**src/design/sram_ctrl_consts.vh**
```
`ifndef SRAM_CTRL_CONSTS_VH
`define SRAM_CTRL_CONSTS_VH
// ==========================================
// Timing figures in ns and clock period
`define CLK_PERIOD_NS 8
`define T_RC_NS 70
`define T_AA_NS 70
`define T_WC_NS 70
`define T_WP_NS 50
`define T_DW_NS 30
// Least times round up to whole cycles
`define CYC_UP(ns) (((ns) + `CLK_PERIOD_NS - 1) / `CLK_PERIOD_NS)
`define RD_CYCLES `CYC_UP(`T_AA_NS)
`define WP_CYCLES `CYC_UP(`T_WP_NS)
`define REC_CYCLES 1
`define SYNC_STAGES 2
`define CNT_STEP 1
`define LANES_ALL 2'h3
`define CNT_W 4
`endif

```
**src/design/sram_host_ctrl.v**
```verilog
`timescale 1ns/10ps
`include "sram_ctrl_consts.vh"

module sram_host_ctrl #(
    parameter AW = 19,
    parameter DW = 16
) (
    input wire clock, // System clock
    input wire rst, // Sync reset, active high
    input wire req_valid, // Request pulse or level
    input wire req_write, // 1 write, 0 read
    input wire [AW-1:0] req_addr, // Word address
    input wire [DW-1:0] req_wdata, // Write data
    input wire [1:0] req_lanes, // Lane select, bit1 upper
    input wire word_mode, // Width select wanted
    output reg req_ready, // Idle, request accepted
    output reg rsp_valid, // Read data pulse
    output reg [DW-1:0] rsp_rdata, // Read data
    output reg [AW-1:0] sram_addr, // Address pins
    output reg sram_primary_select_n, // Primary chip enable
    output reg sram_secondary_select_hi, // Secondary chip enable
    output reg write_strobe_n, // Write strobe
    output reg output_enable_n, // Output enable
    output reg upper_lane_enable_n, // Upper lane enable
    output reg lower_lane_enable_n, // Lower lane enable
    output reg bus_width_select, // Width select
    input wire [DW-1:0] data_in, // Data pins in
    output reg [DW-1:0] data_out, // Data pins out
    output reg data_oe_n // Data drive enable, low drives
);

    // ==========================================
    // States
    localparam [3:0] ST_IDLE = 4'h1;
    localparam [3:0] ST_READ = 4'h2;
    localparam [3:0] ST_WRITE = 4'h4;
    localparam [3:0] ST_REC = 4'h8;

    // Sequencer state and cycle counter
    reg [3:0] state;
    reg [`CNT_W-1:0] count;
    // Two stage sync of the data pins
    reg [DW-1:0] data_sync1;
    reg [DW-1:0] data_sync2;
    reg is_write;
    // Decoded pin levels for a new request
    reg next_width;
    reg next_upper_n;
    reg next_lower_n;

    // Cycle count as a narrow constant
    function [`CNT_W-1:0] cyc;
        input integer n;
        begin
            cyc = n[`CNT_W-1:0];
        end
    endfunction

    // Lane enable level, forced on when lanes are not used
    function lane_level_n;
        input lane_wanted;
        input use_lanes;
        begin
            lane_level_n = ~(lane_wanted | ~use_lanes);
        end
    endfunction

    // Counter sits on its last cycle
    function count_done;
        input [`CNT_W-1:0] value;
        begin
            count_done = (value == cyc(`CNT_STEP));
        end
    endfunction

    // ==========================================
    // Data input synchroniser
    always @(posedge clock)
    begin
        data_sync1 <= data_in;
        data_sync2 <= data_sync1;
    end

    // ==========================================
    // Lane and width decode of the request
    // lanes and width level
    always @*
    begin
        next_width = word_mode | (req_lanes != `LANES_ALL);
        next_upper_n = lane_level_n(req_lanes[1], word_mode);
        next_lower_n = lane_level_n(req_lanes[0], word_mode);
    end

    // ==========================================
    // Main sequencer
    always @(posedge clock)
    begin
        if (rst)
        begin
            // Park the bus: selects off, strobes high, host off the data lines
            state <= ST_IDLE;
            count <= {`CNT_W{1'h0}};
            is_write <= 1'h0;
            req_ready <= 1'h0;
            rsp_valid <= 1'h0;
            rsp_rdata <= {DW{1'h0}};
            sram_addr <= {AW{1'h0}};
            sram_primary_select_n <= 1'h1;
            sram_secondary_select_hi <= 1'h0;
            write_strobe_n <= 1'h1;
            output_enable_n <= 1'h1;
            upper_lane_enable_n <= 1'h1;
            lower_lane_enable_n <= 1'h1;
            bus_width_select <= 1'h1;
            data_out <= {DW{1'h0}};
            data_oe_n <= 1'h1;
        end
        else
        begin
            // Read data pulse lasts one cycle
            rsp_valid <= 1'h0;
            case (state)
                ST_IDLE:
                begin
                    // Ready shows one cycle after entering idle
                    req_ready <= 1'h1;
                    if (req_valid && req_ready)
                    begin
                        req_ready <= 1'h0;
                        is_write <= req_write;
                        sram_addr <= req_addr;
                        sram_primary_select_n <= 1'h0;
                        sram_secondary_select_hi <= 1'h1;
                        bus_width_select <= next_width;
                        upper_lane_enable_n <= next_upper_n;
                        lower_lane_enable_n <= next_lower_n;
                        // Strobe or output enable picks the direction
                        if (req_write)
                        begin
                            write_strobe_n <= 1'h0;
                            output_enable_n <= 1'h1;
                            data_out <= req_wdata;
                            data_oe_n <= 1'h0;
                            count <= cyc(`WP_CYCLES);
                            state <= ST_WRITE;
                        end
                        else
                        begin
                            write_strobe_n <= 1'h1;
                            output_enable_n <= 1'h0;
                            data_oe_n <= 1'h1;
                            // Access time plus the input sync stages
                            count <= cyc(`RD_CYCLES + `SYNC_STAGES);
                            state <= ST_READ;
                        end
                    end
                end
                ST_READ:
                begin
                    count <= count - cyc(`CNT_STEP);
                    if (count_done(count))
                    begin
                        // Synced data has settled by now
                        rsp_rdata <= data_sync2;
                        rsp_valid <= 1'h1;
                        output_enable_n <= 1'h1;
                        sram_primary_select_n <= 1'h1;
                        count <= cyc(`REC_CYCLES);
                        state <= ST_REC;
                    end
                end
                ST_WRITE:
                begin
                    // Strobe held low for the pulse count
                    count <= count - cyc(`CNT_STEP);
                    if (count_done(count))
                    begin
                        write_strobe_n <= 1'h1;
                        count <= cyc(`REC_CYCLES);
                        state <= ST_REC;
                    end
                end
                ST_REC:
                begin
                    // Hold data one cycle past strobe
                    count <= count - cyc(`CNT_STEP);
                    if (count_done(count))
                    begin
                        sram_primary_select_n <= 1'h1;
                        upper_lane_enable_n <= 1'h1;
                        lower_lane_enable_n <= 1'h1;
                        bus_width_select <= 1'h1;
                        if (is_write)
                        begin
                            data_oe_n <= 1'h1;
                        end
                        state <= ST_IDLE;
                    end
                end
                default:
                begin
                    // Unknown code falls back to idle
                    state <= ST_IDLE;
                end
            endcase
        end
    end

endmodule

```
**config.mk**
```make
export PLATFORM = sky130hd
export DESIGN_NAME = sram_host_ctrl
export DESIGN_NICKNAME = d
export VERILOG_FILES = /design/src/design/sram_host_ctrl.v
export VERILOG_INCLUDE_DIRS = /design/src /design/src/design
export SDC_FILE = /design/constraint.sdc
export NUM_CORES = 1
export LEC_CHECK = 0
export BUFFER_PORTS_ARGS = -buffer_cell sky130_fd_sc_hd__buf_2
export CELL_PAD_IN_SITES_DETAIL_PLACEMENT = 0
export CELL_PAD_IN_SITES_GLOBAL_PLACEMENT = 1
export CORE_MARGIN = 5
export CORE_UTILIZATION = 36
export DETAILED_ROUTE_END_ITERATION = 10
export GPL_TIMING_DRIVEN = 0
export PLACE_DENSITY_LB_ADDON = 0.1
export SLEW_MARGIN = 20
export SYNTH_ARGS = -nofsm -noshare
export SYNTH_HDL_FRONTEND = slang
export SYNTH_SLANG_ARGS = --single-unit
export TNS_END_PERCENT = 1
```
**constraint.sdc**
```tcl
create_clock -name clock -period 1.85 [get_ports clock]
set_input_delay 0.2775 -clock clock [delete_from_list [all_inputs] [get_ports clock]]
set_output_delay 0.2775 -clock clock [all_outputs]
set_load 0.01 [all_outputs]
```
==> metrics, run 1 <==
run status finished, final reports clean; endpoint class of the critical path flip-flop; global routing's busiest layer met2; Slew headroom 0.659; Final Hold Vio Count 0; period utilization 0.969; Seq/Total Area, Yosys 0.596; GRT met1 Usage 0.183; crit-path max FO 10; Initial Util 0.371; num ports 119; Worst-Skew Late Latency 0.36 ns; Worst-Margin Slew 0.505 ns; RSZ-0062 raised after global routing true; GPL Wtd Cong 0.755; Port Buffers 117; PD cells 947 nW/µm²; Netlist Area Pre-Place 3420 µm²; Hold Slack 0.0203 ns; Primary FF master, synth dfxtp_1; clock sinks 102; HPWL after DPL 6070 µm; post-layout min period 1.79 ns; Placed Area 4170 µm²; Avg Cell Area, Syn 9.46 µm²; Critical Path Max Stage Delay 0.51 ns; f_max 558 MHz; Async SR Flop Fraction 0; detailed-route wire length per cell 13.3 µm; first-pass GRT wire length 13600 µm; vias in the first global route 2736; Vert. Die Dim 108 µm; Site Rows 35; final wirelength 8510 µm; Crit path max-delay family simple AND/OR/NAND/NOR gates; clock root buffer clkbuf_8; CTS Buf Count 9; Leak 1.95 nW; Hold WC Path Type input port to flip-flop; WP buf/inv 1; EDFF count, synth 0; Post-Syn Nets 422; CP arrival 2.02 ns; die area 11600 µm²; #FFs+latches synth 102; clock buffer depth 2; Core Util, Final 0.496; crit path kind flip-flop to flip-flop; top cells by area, synth dfxtp_1 (60%), nand2_1 (12%), a21oi_1 (8.3%); VDD IR max 0.000544 V; # H-tree levels 3; number of diodes 0; Die W 108 µm; post-synth cell types 42; largest net degree at the start of global routing 19; cells along the critical path clkbuf_4 -> or4b_4 -> o31a_2 -> a32oi_1 -> o31ai_1; worst-case clock skew 0.00903 ns; Initial DRC Count 105; Global Route met3 Usage 0.0492; # DRC 0; crit path launch state[3]; Final ANT Viol Nets 0; Core Area 9240 µm²; final net count 564; Synth Instances 362; Worst setup SP type flip-flop; DR vias/cell 4.57; Final Worst Setup Slack 0.0575 ns; fin area 4580 µm²; grt ovf 0; GRT Total Usage 0.148; CP Data Required Time 2.08 ns; Reg clk slew, reported paths 0.10 ns; initial antenna violation count 0; area grow syn2layout 33.8%; pre-CTS setup slack -0.201 ns; Yosys top cell area share 0.596; Slowest cell on crit path or4b_4; DR vias 2915; GRT met2 Usage 0.242; Synth Warn # 0; DR pass1 iterations 4; Yosys top cell by area dfxtp_1; Setup Viol. Count Final 0; CTS tree done; Reg-to-Reg Start state[3]; Hold Path Origin data_in[10]; layout cells sized above 1 0.330; pins over their slew limit 0; max-cap violations 0
metal layers:
metal,share of wire,vias up
li1,-,1493
met4,0.014,0
met5,0,-
met2,0.48,73
met3,0.064,10
met1,0.44,1339
state kept, by name, indices dropped and copies added (netlist names):
signal / count
lower_lane_enable_n: 1
rsp_valid: 1
data_sync2: 16
count: 4
data_sync1: 16
sram_addr: 19
sram_primary_select_n: 1
is_write: 1
bus_width_select: 1
upper_lane_enable_n: 1
req_ready: 1
rsp_rdata: 16
data_out: 16
output_enable_n: 1
sram_secondary_select_hi: 1
write_strobe_n: 1
state: 4
data_oe_n: 1
Yosys cell counts (all sizes together), types with 2 or more instances:
master / n
nand2: 106
nand3: 3
o21bai: 2
nor2: 12
inv: 5
a21oi: 57
a32oi: 3
dfxtp: 102
and3: 2
nand2b: 4
nor2b: 2
ha: 2
a221o: 2
a311oi: 2
nor4b: 3
buf: 10
clkbuf: 12
nor3: 10
o22ai: 2
o31ai: 2
xnor2: 2
or4b: 2
nor3b: 3
what timing repair did:
item,4_1_cts,5_1_grt
buffers inserted,1,0
gates resized for setup,8,16
setup endpoints to repair,43,35
pin swaps,0,1
hold buffers,8,5
endpoints found under the hold margin,8,5
cell type report:
cell class                      instances  area (µm²)
Sequential cell                       102        2050
Tap cell                              129         161
Timing Repair Buffer                  131         723
Inverter                                5        18.8
Clock buffer                           10         138
Clock inverter                          6        76.3
Multi-Input combinational cell        233        1270
Fill cell                             963        4660
Buffer                                 22         146
layout by cell type (no fill, tap or decap), types with 3 or more instances in the layout:
cell             n
clkbuf_4         3
a21oi_1         57
dfxtp_2          3
a32oi_1          3
clkbuf_1         9
dlygate4sd3_1   13
buf_6            4
buf_2          118
clkbuf_8        10
nand2_1        105
inv_1            5
nand2b_1         3
buf_4            3
nor3_1           9
nor2_1          11
clkinv_4         3
dfxtp_1         99
per-stage QoR:
stage	cells	setup TNS (ns)	total power (W)
floorplan	362	0	0.00269
global placement	608	-4.06	0.00288
detailed placement	608	-4.30	0.00289
CTS	633	0	0.00439
global route	638	-0.111	0.00458
finish	638	0	0.00434
cell families after synthesis:
group                      count (synthesis)  share of synthesized area
AOI/OAI and AO/OA                         77                      0.137
buffers and inverters                     27                     0.0395
and+or+nand+nor                          151                      0.210
xor gates and xnor gates                   2                    0.00731
DFF                                      102                      0.596
adders and majority gates                  2                    0.00731
muxes                                      1                    0.00292
power breakdown:
part           leakage (nW)  switching [W]  internal [W]
registers             0.840      0.0000523       0.00231
clock network         0.109       0.000785      0.000684
logic                  1.00       0.000281      0.000232
total                  1.95        0.00112       0.00322
path summary, 6_finish.rpt:
kind	to	slack, ns	cells after the start
hold reg to reg	data_sync2[15]	0.33	0
setup reg to reg	count[2]	0.06	5
setup / recovery	count[2]	0.06	5
hold / removal	data_sync1[10]	0.02	1
Note: power is estimated with default switching activity, not from simulation.
==> run 2, diff against run 1 <==
--- a/config.mk
+++ b/config.mk
@@ -9,7 +9,7 @@
 export BUFFER_PORTS_ARGS = -buffer_cell sky130_fd_sc_hd__buf_2
 export CELL_PAD_IN_SITES_DETAIL_PLACEMENT = 0
 export CELL_PAD_IN_SITES_GLOBAL_PLACEMENT = 1
-export CORE_MARGIN = 5
+export CORE_ASPECT_RATIO = 1.2
 export CORE_UTILIZATION = 36
 export DETAILED_ROUTE_END_ITERATION = 10
 export GPL_TIMING_DRIVEN = 0
==> run 2 against run 1 <==
Against the previous run:
- die area down 14%
- count of clock-buffer cells in the layout unchanged
- design area about the same
- largest cell class unchanged
- via count up 1.3%
- register-to-register slack better by 0.02 ns
- wire length down 4.5%
- combinational power up 3%
==> metrics, run 2 (synthesis results as in run 1) <==
endpoint class of the critical path flip-flop (unchanged); first-pass GRT wire length 12800 µm (was 13600 µm); RSZ-0062 raised after global routing true (unchanged); pins over their slew limit 0 (unchanged); Non-Filler Instances 633 (was 638); fin area 4580 µm² (about the same); Vert. Die Dim 109 µm (was 108 µm); final wirelength 8120 µm (was 8510 µm); Hold Slack 0.133 ns (was 0.0203 ns); final net count 568 (was 564); Final ANT Viol Nets 0 (unchanged); Core Area 9130 µm² (was 9240 µm²); crit path launch count[1] (was state[3]); total negative setup slack 0 ns (unchanged); Worst-Margin Slew 0.538 ns (was 0.505 ns); clock root buffer clkbuf_8 (unchanged); Placed Cells 599 (was 608); Setup Viol. Count Final 0 (unchanged); Hold Path Origin req_addr[13] (was data_in[10]); Reg clk slew, reported paths 0.10 ns (about the same); Slew headroom 0.641 (was 0.659); sequential cell area 2050 µm² (unchanged); CTS tree done (unchanged); VDD IR max 0.000569 V (was 0.000544 V); GRT Total Usage 0.167 (was 0.148); initial antenna violation count 0 (unchanged); Most flops, register sram_addr (unchanged); most frequent cells in the layout buf_2 (118), nand2_1 (105), dfxtp_1 (99), a21oi_1 (57), dlygate4sd3_1 (16) (was buf_2 (118), nand2_1 (105), dfxtp_1 (99), a21oi_1 (57), dlygate4sd3_1 (13)); Leak 1.95 nW (about the same); Placed Area 4160 µm² (was 4170 µm²); HPWL after DPL 5720 µm (was 6070 µm); crit-path max FO 4 (was 10); DR vias 2953 (was 2915); clock sinks 102 (unchanged); number of diodes 0 (unchanged); Filler Cell Count 943 (was 963); Worst-Skew Late Latency 0.37 ns (was 0.36 ns); Port Buffers 117 (unchanged); largest net degree at the start of global routing 19 (unchanged); grt ovf 0 (unchanged); Initial DRC Count 80 (was 105); Worst setup SP type flip-flop (unchanged); Reg-to-Reg Start count[1] (was state[3]); layout cells sized above 1 0.326 (was 0.330); Initial Util 0.375 (was 0.371); max FFs per register 19 (unchanged); Crit path max-delay family simple AND/OR/NAND/NOR gates (unchanged); worst-case clock skew 0.0102 ns (was 0.00903 ns); CP arrival 2.03 ns (was 2.02 ns); max-cap violations 0 (unchanged); run status finished, final reports clean (unchanged); Multi-input gate area 1270 µm² (unchanged); clock buffer depth 2 (unchanged); die area 9910 µm² (was 11600 µm²); cells along the critical path inv_1 -> ha_1 -> nor4b_4 -> buf_4 -> a22o_1 -> mux2i_1 -> nand2b_1 (was clkbuf_4 -> or4b_4 -> o31a_2 -> a32oi_1 -> o31ai_1); DR vias/cell 4.67 (was 4.57); crit path kind flip-flop to flip-flop (unchanged); f_max 563 MHz (was 558 MHz); WP buf/inv 2 (was 1); area grow syn2layout 33.8% (about the same); GPL Wtd Cong 0.792 (was 0.755); CP Data Required Time 2.11 ns (was 2.08 ns); PD cells 919 nW/µm² (was 947 nW/µm²); total chip power 0.00421 W (was 0.00434 W); # H-tree levels 3 (unchanged); detailed-route wire length per cell 12.8 µm (was 13.3 µm); vias in the first global route 2738 (was 2736); period utilization 0.959 (was 0.969); Hold WC Path Type input port to flip-flop (unchanged); Site Rows 38 (was 35); DR pass1 iterations 4 (unchanged); num ports 119 (unchanged); Final Hold Vio Count 0 (unchanged); # DRC 0 (unchanged); leading cell type in the layout, fill and taps excluded buf_2 (unchanged); Critical Path Max Stage Delay 0.37 ns (was 0.51 ns); Slowest cell on crit path nor4b_4 (was or4b_4); CTS Buf Count 9 (unchanged); post-layout min period 1.77 ns (was 1.79 ns); Die W 91.0 µm (was 108 µm)
==> run 2: path summary, 6_finish.rpt <==
kind         slack (ns)  cells past startpoint                to
max                0.08                      7  bus_width_select
max reg2reg        0.08                      7  bus_width_select
min reg2reg        0.33                      0     data_sync2[9]
min                0.13                      3     sram_addr[13]
==> run 2: report_power, final <==
group | leakage (nW) | total, W | switching (W) | internal [W]
clock network | 0.0914 | 0.00133 | 0.000780 | 0.000547
registers | 0.840 | 0.00236 | 0.0000521 | 0.00231
logic | 1.01 | 0.000526 | 0.000282 | 0.000244
==> run 2: repair_timing <==
| action | CTS | global route |
|---|---|---|
| hold buffers | 16 | 0 |
| endpoints found under the hold margin | 16 | 0 |
| pin swaps | 0 | 2 |
| setup buffers | 2 | 1 |
| endpoints found under the setup margin | 41 | 56 |
| gates resized for setup | 4 | 20 |
==> run 2: worst register-to-register path, delay by kind of cell (launching register included) <==
kind,cells,cell delay (ns)
and+or+nand+nor,2,0.43
DFF,1,0.33
adders and majority gates,1,0.19
muxes,1,0.20
buffers and inverters,2,0.31
AOI/OAI and AO/OA,1,0.20
==> run 2: per-stage QoR <==
| step | util | setup WS (ns) |
|---|---|---|
| 4_1_cts | 0.497 | 0.0155 |
| 5_1_grt | 0.502 | -0.0713 |
| 3_5_place_dp | 0.456 | -0.199 |
| 6_report | 0.502 | 0.0752 |
| 3_3_place_gp | 0.456 | -0.215 |
| 2_1_floorplan | - | 0.201 |
==> run 2: layout make-up <==
type / count / share of cell area
Sequential cell: 102 / 0.447
Multi-Input combinational cell: 233 / 0.278
Timing Repair Buffer: 136 / 0.168
Tap cell: 120 / 0.0328
Clock buffer: 10 / 0.0300
Buffer: 21 / 0.0295
Clock inverter: 6 / 0.0115
Inverter: 5 / 0.00410
==> run 2: layer usage <==
| metal | GRT usage | routed length [µm] | share of wire |
|---|---|---|---|
| met3 | 0.0391 | 366 | 0.045 |
| met4 | 0.0850 | 154 | 0.019 |
| met1 | 0.185 | 3370 | 0.41 |
| met5 | 0 | 0 | 0 |
| met2 | 0.301 | 4230 | 0.52 |
